## config.mk

```make
export PLATFORM = sky130hd
export DESIGN_NAME = xpt_host_flat
export DESIGN_NICKNAME = d
export VERILOG_FILES = /design/src/hdl/xpt_pkg.sv /design/src/hdl/xpt_if.sv /design/src/hdl/xpt_host.sv /design/src/flat_wrapper.sv
export SDC_FILE = /design/constraint.sdc
export NUM_CORES = 1
export LEC_CHECK = 0
export BUFFER_PORTS_ARGS = -buffer_cell sky130_fd_sc_hd__buf_2
export CELL_PAD_IN_SITES_DETAIL_PLACEMENT = 0
export CELL_PAD_IN_SITES_GLOBAL_PLACEMENT = 1
export CORE_UTILIZATION = 45
export CTS_CLUSTER_DIAMETER = 200
export CTS_CLUSTER_SIZE = 30
export DETAILED_ROUTE_END_ITERATION = 8
export GPL_TIMING_DRIVEN = 0
export PLACE_DENSITY_LB_ADDON = 0.25
export SLEW_MARGIN = 20
export SYNTH_ARGS = -nofsm -noshare
export SYNTH_HDL_FRONTEND = slang
export SYNTH_SLANG_ARGS = --single-unit
```

## constraint.sdc

```tcl
create_clock -name clk_sys -period 4.65 [get_ports clk_sys]
set_clock_uncertainty 0.1 [all_clocks]
set_input_delay 0.93 -clock clk_sys [delete_from_list [all_inputs] [get_ports clk_sys]]
set_output_delay 0.93 -clock clk_sys [all_outputs]
set_load 0.01 [all_outputs]
```

## src/hdl/xpt_pkg.sv

```systemverilog
// Purpose: Shared constants and slot helpers for the crosspoint programming link
// Assumes: 16 outputs, 5-bit slot per output (4 source bits, 1 enable bit)
// Notes:   Slot k sits at word bits [5k+4:5k]; slot bit i is data bit Di
package xpt_pkg;
	localparam int NUM_OUT = 16;
	localparam int SEL_W   = 4;
	localparam int SLOT_W  = 5;
	localparam int ADDR_W  = 4;
	localparam int WORD_W  = NUM_OUT * SLOT_W;
	localparam int EN_BIT  = 4;
	// ----------------------------------------
	// Timing
	// ----------------------------------------
	localparam int CLK_NS        = 25;
	localparam int PCLK_HALF_NS  = 100;
	localparam int UPD_LOW_NS    = 100;
	localparam int PCLK_HALF_CYC = (PCLK_HALF_NS + CLK_NS - 1) / CLK_NS;
	localparam int UPD_LOW_CYC   = (UPD_LOW_NS + CLK_NS - 1) / CLK_NS;
	// ----------------------------------------
	// Controller register map
	// ----------------------------------------
	localparam int          REG_AW     = 8;
	localparam logic [7:0]  REG_CTRL   = 8'h00;
	localparam logic [7:0]  REG_STATUS = 8'h04;
	localparam logic [7:0]  REG_PAR    = 8'h08;
	localparam logic [7:0]  REG_DEV    = 8'h0C;
	localparam logic [7:0]  REG_DATA0  = 8'h10;
	localparam logic [7:0]  REG_DATA1  = 8'h14;
	localparam logic [7:0]  REG_DATA2  = 8'h18;
	localparam int CTL_SERIAL  = 0;
	localparam int CTL_PAR     = 1;
	localparam int CTL_UPDATE  = 2;
	localparam int CTL_RELEASE = 3;
	localparam int CTL_AUTOUPD = 4;
	localparam int ST_BUSY     = 0;
	localparam int ST_LOADED   = 1;
	localparam int PAR_DATA_LSB = 4;
	localparam logic [31:0] CTRL_RST = 32'h0000_0000;

	function automatic logic [SLOT_W-1:0] get_slot(input logic [WORD_W-1:0] w,
		input logic [ADDR_W-1:0] a);
		get_slot = w[a*SLOT_W +: SLOT_W];
	endfunction

	function automatic logic [WORD_W-1:0] put_slot(input logic [WORD_W-1:0] w,
		input logic [ADDR_W-1:0] a, input logic [SLOT_W-1:0] d);
		logic [WORD_W-1:0] r;
		r = w;
		r[a*SLOT_W +: SLOT_W] = d;
		put_slot = r;
	endfunction
endpackage

```

## src/hdl/xpt_if.sv

```systemverilog
// Purpose: Programming pins between controller and crosspoint device
// Assumes: All pins are plain one-way logic levels
// Notes:   Chains need one instance per hop (data_out to next data_in)
`timescale 1ns/100ps
interface xpt_if;
	import xpt_pkg::*;
	logic                load_mode_select;
	logic                chip_sel_n;
	logic                update_n;
	logic                prog_clk;
	logic                data_in;
	logic                data_out;
	logic                matrix_reset_n;
	logic [ADDR_W-1:0]   output_address;
	logic [SLOT_W-1:0]   slot_data;

	modport dev (
		input  load_mode_select, chip_sel_n, update_n, prog_clk, data_in,
		input  matrix_reset_n, output_address, slot_data,
		output data_out
	);
	modport host (
		output load_mode_select, chip_sel_n, update_n, prog_clk, data_in,
		output matrix_reset_n, output_address, slot_data,
		input  data_out
	);
endinterface

```

## src/hdl/xpt_host.sv

```systemverilog
// Purpose: Controller that drives the crosspoint programming pins from registers
// Assumes: Single-cycle register port; programming clock divided from clk_sys
// Notes:   Update is refused until every slot has been loaded once
//
// Function
// - Serial pass loads full 80-bit word
// - Mode select low means serial loading
// - Accept clocked data only while selected
// - Sample serial input on clock falling edge
// - Slot: four source bits, enable bit
// - Host sends highest output slot first
// - Host keeps update high while shifting
// - Latch transparent while update, select low
// - Serial out feeds next chained device
// - Chain: last device first, 80 each
// - Parallel: mode high, update high, clock high
// - Host presents address and slot data
// - Parallel falling edge loads addressed slot
// - Several slots load, one update applies
// - Reset pin only disables every output
// - Power-up register contents are arbitrary
// - Host programs all outputs after power-up
// - Select and update low transfer shift register
// - Host avoids update before full load
`timescale 1ns/100ps
module xpt_host #(
	parameter int CHAIN_LEN = 1,
	parameter int HALF_CYC  = xpt_pkg::PCLK_HALF_CYC,
	parameter int UPD_CYC   = xpt_pkg::UPD_LOW_CYC
) (
	input  wire logic                         clk_sys,
	input  wire logic                         resetn,
	input  wire logic                         clk_en,
	xpt_if.host                               pins,
	input  wire logic [xpt_pkg::REG_AW-1:0]   addr,
	input  wire logic [31:0]                  wdata,
	input  wire logic                         wr,
	input  wire logic                         rd,
	output logic      [31:0]                  rdata
);
	import xpt_pkg::*;

	typedef enum logic [2:0] {
		XH_IDLE  = 3'h0,
		XH_SETUP = 3'h1,
		XH_LOW   = 3'h3,
		XH_TAIL  = 3'h2,
		XH_UPD   = 3'h6
	} xph_state_e;

	localparam int DW = (CHAIN_LEN > 1) ? $clog2(CHAIN_LEN) : 1;

	// ----------------------------------------
	// Registers
	// ----------------------------------------
	logic [WORD_W-1:0]    mem_q [CHAIN_LEN];
	logic [DW-1:0]        dev_sel_q;
	logic [ADDR_W-1:0]    par_addr_q;
	logic [SLOT_W-1:0]    par_data_q;
	logic                 release_q;
	logic                 autoupd_q;
	logic [NUM_OUT-1:0]   loaded_q;
	logic [31:0]          rdata_q;

	wire w_ctrl = wr & (addr == REG_CTRL);
	wire w_par  = wr & (addr == REG_PAR);
	wire w_dev  = wr & (addr == REG_DEV);
	wire w_d0   = wr & (addr == REG_DATA0);
	wire w_d1   = wr & (addr == REG_DATA1);
	wire w_d2   = wr & (addr == REG_DATA2);

	xph_state_e state_q;
	wire        idle     = (state_q == XH_IDLE);
	wire        loaded   = &loaded_q;
	wire        go_ser   = w_ctrl & wdata[CTL_SERIAL] & idle;
	wire        go_par   = w_ctrl & wdata[CTL_PAR] & idle & ~go_ser;
	// Transfer of an unloaded shift register would apply random settings
	wire        go_upd   = w_ctrl & wdata[CTL_UPDATE] & idle & ~go_ser & ~go_par & loaded;

	wire [WORD_W-1:0] cur_word = mem_q[dev_sel_q];
	wire [31:0] rd_mux =
		(addr == REG_CTRL)   ? {27'h0, autoupd_q, release_q, 3'h0} :
		(addr == REG_STATUS) ? {30'h0, loaded, ~idle} :
		(addr == REG_PAR)    ? {23'h0, par_data_q, par_addr_q} :
		(addr == REG_DEV)    ? 32'(dev_sel_q) :
		(addr == REG_DATA0)  ? cur_word[31:0] :
		(addr == REG_DATA1)  ? cur_word[63:32] :
		(addr == REG_DATA2)  ? {16'h0, cur_word[79:64]} : 32'h0;

	always_ff @(posedge clk_sys or negedge resetn) begin
		if (!resetn) begin
			for (int i = 0; i < CHAIN_LEN; i++) begin
				mem_q[i] <= '0;
			end
			dev_sel_q  <= '0;
			par_addr_q <= '0;
			par_data_q <= '0;
			release_q  <= CTRL_RST[CTL_RELEASE];
			autoupd_q  <= CTRL_RST[CTL_AUTOUPD];
			rdata_q    <= '0;
		end else if (clk_en) begin
			rdata_q <= rd ? rd_mux : 32'h0;
			if (w_ctrl) begin
				release_q <= wdata[CTL_RELEASE];
				autoupd_q <= wdata[CTL_AUTOUPD];
			end
			if (w_par) begin
				par_addr_q <= wdata[ADDR_W-1:0];
				par_data_q <= wdata[PAR_DATA_LSB +: SLOT_W];
			end
			if (w_dev) begin
				dev_sel_q <= wdata[DW-1:0];
			end
			if (w_d0) begin
				mem_q[dev_sel_q][31:0] <= wdata;
			end
			if (w_d1) begin
				mem_q[dev_sel_q][63:32] <= wdata;
			end
			if (w_d2) begin
				mem_q[dev_sel_q][79:64] <= wdata[15:0];
			end
		end
	end

	assign rdata = rdata_q;

	// ----------------------------------------
	// Sequencer
	// ----------------------------------------
	logic [15:0]          cnt_q;
	logic [DW-1:0]        dev_q;
	logic [ADDR_W-1:0]    slot_q;
	logic [2:0]           bit_q;
	logic                 serial_q;
	logic                 doupd_q;
	logic                 clk_q;
	logic                 cs_n_q;
	logic                 upd_n_q;
	logic                 mode_q;
	logic                 din_q;

	wire cnt_done = (cnt_q == 16'(HALF_CYC - 1));
	wire upd_done = (cnt_q == 16'(UPD_CYC - 1));
	wire last_bit = ~serial_q | ((dev_q == '0) & (slot_q == '0) & (bit_q == 3'(SLOT_W - 1)));
	wire [SLOT_W-1:0] tx_slot = get_slot(mem_q[dev_q], slot_q);

	always_ff @(posedge clk_sys or negedge resetn) begin
		if (!resetn) begin
			state_q  <= XH_IDLE;
			cnt_q    <= '0;
			dev_q    <= '0;
			slot_q   <= '0;
			bit_q    <= '0;
			serial_q <= 1'b0;
			doupd_q  <= 1'b0;
			clk_q    <= 1'b1;
			cs_n_q   <= 1'b1;
			upd_n_q  <= 1'b1;
			mode_q   <= 1'b0;
			din_q    <= 1'b0;
			loaded_q <= '0;
		end else if (clk_en) begin
			cnt_q <= cnt_q + 16'h0001;
			case (state_q)
				XH_IDLE: begin
					cnt_q <= '0;
					if (go_ser) begin
						state_q  <= XH_SETUP;
						serial_q <= 1'b1;
						doupd_q  <= autoupd_q;
						mode_q   <= 1'b0;
						cs_n_q   <= 1'b0;
						dev_q    <= DW'(CHAIN_LEN - 1);
						slot_q   <= ADDR_W'(NUM_OUT - 1);
						bit_q    <= '0;
					end else if (go_par) begin
						state_q  <= XH_SETUP;
						serial_q <= 1'b0;
						doupd_q  <= autoupd_q & (loaded_q == ~({{(NUM_OUT-1){1'b0}}, 1'b1} << par_addr_q));
						mode_q   <= 1'b1;
						cs_n_q   <= 1'b0;
					end else if (go_upd) begin
						state_q <= XH_UPD;
						cs_n_q  <= 1'b0;
						upd_n_q <= 1'b0;
					end
				end
				XH_SETUP: begin
					// Clock high, update high, data set up before the fall
					din_q <= tx_slot[bit_q];
					if (cnt_done) begin
						state_q <= XH_LOW;
						clk_q   <= 1'b0;
						cnt_q   <= '0;
					end
				end
				XH_LOW: begin
					if (cnt_done) begin
						clk_q <= 1'b1;
						cnt_q <= '0;
						if (last_bit) begin
							state_q <= XH_TAIL;
						end else begin
							state_q <= XH_SETUP;
							if (bit_q == 3'(SLOT_W - 1)) begin
								bit_q  <= '0;
								slot_q <= slot_q - 1'b1;
								if (slot_q == '0) begin
									dev_q <= dev_q - 1'b1;
								end
							end else begin
								bit_q <= bit_q + 3'h1;
							end
						end
					end
				end
				XH_TAIL: begin
					if (cnt_done) begin
						cnt_q <= '0;
						if (serial_q) begin
							loaded_q <= '1;
						end else begin
							loaded_q[par_addr_q] <= 1'b1;
						end
						if (doupd_q | (autoupd_q & serial_q)) begin
							state_q <= XH_UPD;
							upd_n_q <= 1'b0;
						end else begin
							state_q <= XH_IDLE;
							cs_n_q  <= 1'b1;
						end
					end
				end
				XH_UPD: begin
					if (upd_done) begin
						state_q <= XH_IDLE;
						upd_n_q <= 1'b1;
						cs_n_q  <= 1'b1;
					end
				end
				default: begin
					state_q <= XH_IDLE;
				end
			endcase
		end
	end

	// ----------------------------------------
	// Pins
	// ----------------------------------------
	assign pins.prog_clk         = clk_q;
	assign pins.chip_sel_n       = cs_n_q;
	assign pins.update_n         = upd_n_q;
	assign pins.load_mode_select = mode_q;
	assign pins.data_in          = din_q;
	assign pins.output_address   = par_addr_q;
	assign pins.slot_data        = par_data_q;
	assign pins.matrix_reset_n   = release_q;
endmodule

```

## src/flat_wrapper.sv

```systemverilog
// flat-port wrapper written by rule: the top's interface ports become plain ports
module xpt_host_flat import xpt_pkg::*;
#(
	parameter int CHAIN_LEN = 1,
	parameter int HALF_CYC  = xpt_pkg::PCLK_HALF_CYC,
	parameter int UPD_CYC   = xpt_pkg::UPD_LOW_CYC
)
  (clk_sys, resetn, clk_en, addr, wdata, wr, rd, rdata, pins_load_mode_select, pins_chip_sel_n, pins_update_n, pins_prog_clk, pins_data_in, pins_matrix_reset_n, pins_output_address, pins_slot_data, pins_data_out);
  xpt_if pins_i ();
  input  wire logic clk_sys;
  input  wire logic resetn;
  input  wire logic clk_en;
  input  wire logic [xpt_pkg::REG_AW-1:0] addr;
  input  wire logic [31:0] wdata;
  input  wire logic wr;
  input  wire logic rd;
  output logic      [31:0] rdata;
  output wire logic [$bits(pins_i.load_mode_select)-1:0] pins_load_mode_select;
  output wire logic [$bits(pins_i.chip_sel_n)-1:0] pins_chip_sel_n;
  output wire logic [$bits(pins_i.update_n)-1:0] pins_update_n;
  output wire logic [$bits(pins_i.prog_clk)-1:0] pins_prog_clk;
  output wire logic [$bits(pins_i.data_in)-1:0] pins_data_in;
  output wire logic [$bits(pins_i.matrix_reset_n)-1:0] pins_matrix_reset_n;
  output wire logic [$bits(pins_i.output_address)-1:0] pins_output_address;
  output wire logic [$bits(pins_i.slot_data)-1:0] pins_slot_data;
  input wire logic [$bits(pins_i.data_out)-1:0] pins_data_out;
  assign pins_load_mode_select = pins_i.load_mode_select;
  assign pins_chip_sel_n = pins_i.chip_sel_n;
  assign pins_update_n = pins_i.update_n;
  assign pins_prog_clk = pins_i.prog_clk;
  assign pins_data_in = pins_i.data_in;
  assign pins_matrix_reset_n = pins_i.matrix_reset_n;
  assign pins_output_address = pins_i.output_address;
  assign pins_slot_data = pins_i.slot_data;
  assign pins_i.data_out = pins_data_out;
  xpt_host #(.CHAIN_LEN(CHAIN_LEN), .HALF_CYC(HALF_CYC), .UPD_CYC(UPD_CYC)) u_core (.clk_sys(clk_sys), .resetn(resetn), .clk_en(clk_en), .pins(pins_i), .addr(addr), .wdata(wdata), .wr(wr), .rd(rd), .rdata(rdata));
endmodule
```

==> impl_metrics.env <==
export IMPL_setup_viol=0
export IMPL_fin_area_um2=10300
export IMPL_cts_hold_buf=0
export IMPL_antennaDiodeCount=0
export IMPL_start_util=0.458
export IMPL_cts_buffers_inserted=17
export IMPL_r2r_start="u_core.slot_q[1]"
export IMPL_synth_edff_count=0
export IMPL_syn_nets=817
export IMPL_grt_pass1_wl_um=40100
export IMPL_antenna_found_initial=0
export IMPL_critPathKind="in -> reg"
export IMPL_hold_class="in -> async"
export IMPL_synthFlopType="dfrtp_1"
export IMPL_timing_final_crit_share=0.704
export IMPL_swShare=0.297
export IMPL_wl_met1_um=10800
export IMPL_wire_per_inst_um=22.1
export IMPL_leakage_nw=4.69
export IMPL_wl_met2_um=12500
export IMPL_grt_start_max_net_pins=101
export IMPL_reg2reg_slack_ns=1.53
export IMPL_cts_tree="yes"
export IMPL_ys_types=67
export IMPL_synth_common_cells="dfrtp_1 (171), mux2_2 (94), nor2_1 (39)"
export IMPL_grt_overflow=0
export IMPL_period_needed_ns=3.27
export IMPL_synth_fa_ha_area_frac=0.00563
export IMPL_post_place_ws_ns=0.932
export IMPL_clk_pin_slew_worst_paths_ns=0.08
export IMPL_place_area_um2=9710
export IMPL_ys_seq_area_frac=0.490
export IMPL_finalWeightedCongestion=0.912
export IMPL_cts_resized=0
export IMPL_clock_root_buffer="clkbuf_16"
export IMPL_netlist_area_um2=8890
export IMPL_clk_latency_ns=0.44
export IMPL_fmaxAchievable_ghz=0.306
export IMPL_power_frac_seq=0.478
export IMPL_cts_sinks=174
export IMPL_track_usage=0.264
export IMPL_endpoint_kind="register"
export IMPL_relSlewSlack=0.416
export IMPL_p_per_area_nw_per_um2=347
export IMPL_worstPathRequired_ns=4.87
export IMPL_hold_viol_final=0
export IMPL_dr_total_vias=6891
export IMPL_yosys_area_share_simple=0.113
export IMPL_postCtsSetupBuffers=0
export IMPL_rows=51
export IMPL_yosys_area_top_type="dfrtp_1"
export IMPL_die_y_um=143
export IMPL_synthXorXnorAreaFrac=0.0148
export IMPL_layout_setup_ws_ns=1.38
export IMPL_ys_ff_latch=174
export IMPL_internal_power_mw=2.51
export IMPL_core_um2=19400
export IMPL_synth_most_common_cell="dfrtp_1"
export IMPL_die_area_um2=20300
export IMPL_crit_arrival_ns=3.49
export IMPL_synth_compound_area_share=0.144
export IMPL_first_global_vias=6969
export IMPL_totalWireLength_um=25400
export IMPL_drtIter0Drc=452
export IMPL_pwr_share_clk=0.395
export IMPL_irDropWorstVdd_v=0.000286
export IMPL_drc=0
export IMPL_synth_top_cell_area_share=0.481
export IMPL_die_w_um=143
export IMPL_drive_gt1_frac=0.291
export IMPL_async_flop_share=1.00
export IMPL_dr_pass1_iters=6
export IMPL_via_per_inst=5.97
export IMPL_yosys_warnings=0
export IMPL_clock_path_buffers=2
export IMPL_syn_avg_cell_area_um2=11.6
export IMPL_slew_viol_final=0
export IMPL_synth_area_leaders="dfrtp_1 (48%), mux2_2 (12%), mux4_2 (4.6%), o2bb2ai_1 (2.6%), mux2i_1 (2.5%)"
export IMPL_syn_to_final_growth_pct=15.6
export IMPL_synthMuxAreaShare=0.192
export IMPL_ant_nets=0
export IMPL_cap_violations=0
export IMPL_h_tree_depth=4
export IMPL_post_dp_hpwl_um=18300
export IMPL_ff2ff_path_depth=11
export IMPL_route_met3_wl_um=1180
export IMPL_finalPower_mw=3.57
export IMPL_rsz0062_at_grt="no"
export IMPL_fin_util=0.530
export IMPL_combPwrFrac=0.127
export IMPL_critPathMaxFanout=10
export IMPL_r2r_end="u_core.slot_q[3]"
export IMPL_synth_top_family_by_area="multiplexers"
export IMPL_critPathLaunchType="primary input"
export IMPL_hold_ws_ns=0.334
export IMPL_status="finished, final reports clean"
export IMPL_synthCells=767
export IMPL_p_sw_mw=1.06
export IMPL_worst_pin_slew_ns=0.865
export IMPL_io_buffers=89
export IMPL_top_layer="met4"
export IMPL_fin_nets=926
export IMPL_io_pins=93
## layer usage
layer,track usage,vias to the layer above
li1,-,3108
met1,0.342,3507
met2,0.429,225
met3,0.0511,51
met4,0.120,0
met5,0,-
## power groups by stage
stage          Combinational [mW]  Sequential (mW)  Clock, mW
5_1_grt                     0.506             1.72       1.50
2_1_floorplan               0.294             1.71          0
3_5_place_dp                0.455             1.73          0
3_3_place_gp                0.440             1.73          0
4_1_cts                     0.456             1.70       1.44
6_report                    0.455             1.71       1.41
## final cells by class
cell class,instances,area [um^2]
Buffer,53,259
Tap cell,265,332
Fill cell,1716,9120
Inverter,27,101
Clock inverter,14,144
Clock buffer,18,429
Timing Repair Buffer,90,483
Multi-Input combinational cell,513,4180
Sequential cell,174,4360
## how the worst max path moves through the flow
stage	slack [ns]	startpoint	end
after floorplan	1.56	addr[7]	u_core.mem_q[32]
after global placement	-0.16	resetn	u_core.rdata[26]
after detailed placement	0.93	addr[7]	u_core.mem_q[58]
after CTS	1.38	addr[7]	u_core.mem_q[58]
after global routing	1.30	u_core.slot_q[1]	u_core.bit_q[2]
final	1.38	addr[7]	u_core.mem_q[58]
## stage by stage
stage | cells | TNS, ns
after detailed placement | 1122 | 0
after floorplan | 767 | 0
after global routing | 1154 | 0
final | 1154 | 0
after CTS | 1154 | 0
after global placement | 1121 | -23.18
## logic make-up after synthesis
kind of cell | after synthesis
AND/OR/NAND/NOR | 176
adder cells (fa/ha/maj) | 4
flip-flops | 174
buffers and inverters | 80
XOR/XNOR | 15
multiplexers | 136
AO/OA/AOI/OAI | 182
## cell usage in the layout, fill, tap and decap left out, types with 5 or more instances in the layout
cell       Yosys  layout
xor2_1         9       9
a21oi_1       28      28
o211ai_1       5       5
dfrtp_1      171     171
buf_6          6       6
and4_1         5       5
nor2b_1       10      10
nor4_1         9       9
clkbuf_16      0      17
nand4_1       15      15
a31oi_1        9       9
buf_2          6      94
o22ai_1        6       6
a221oi_1       5       5
inv_8          0       8
nor2_1        39      39
nor3_1        11      11
nand2_1       34      34
clkbuf_1      35      36
and2_1         5       5
a22oi_1       23      23
mux4_2        18      18
o21bai_1      15      15
o21ai_0       27      27
mux2i_1       22      22
a22o_1         5       5
nand3_1       18      18
xnor2_1        6       6
o2bb2ai_1     26      26
inv_1         26      26
o31ai_1        5       5
mux2_2        94      94
## state kept, by name, indices dropped and copies added (netlist names)
name	count
u_core.autoupd_q	1
u_core.bit_q	3
u_core.cnt_q	16
u_core.dev_q	1
u_core.dev_sel_q	1
u_core.doupd_q	1
u_core.loaded_q	16
u_core.mem_q	80
u_core.pins.chip_sel_n	1
u_core.pins.data_in	1
u_core.pins.load_mode_select	1
u_core.pins.matrix_reset_n	1
u_core.pins.output_address	4
u_core.pins.prog_clk	1
u_core.pins.slot_data	5
u_core.pins.update_n	1
u_core.rdata	32
u_core.serial_q	1
u_core.slot_q	4
u_core.state_q	3
## worst max-delay path: stages
cell,delay [ns]
buf_2,0.10
or4_4,0.58
nor3b_4,0.36
and3b_1,0.38
nor3b_4,0.52
buf_6,0.25
mux2_2,0.36
No activity file was read; power rests on OpenSTA's default activity.
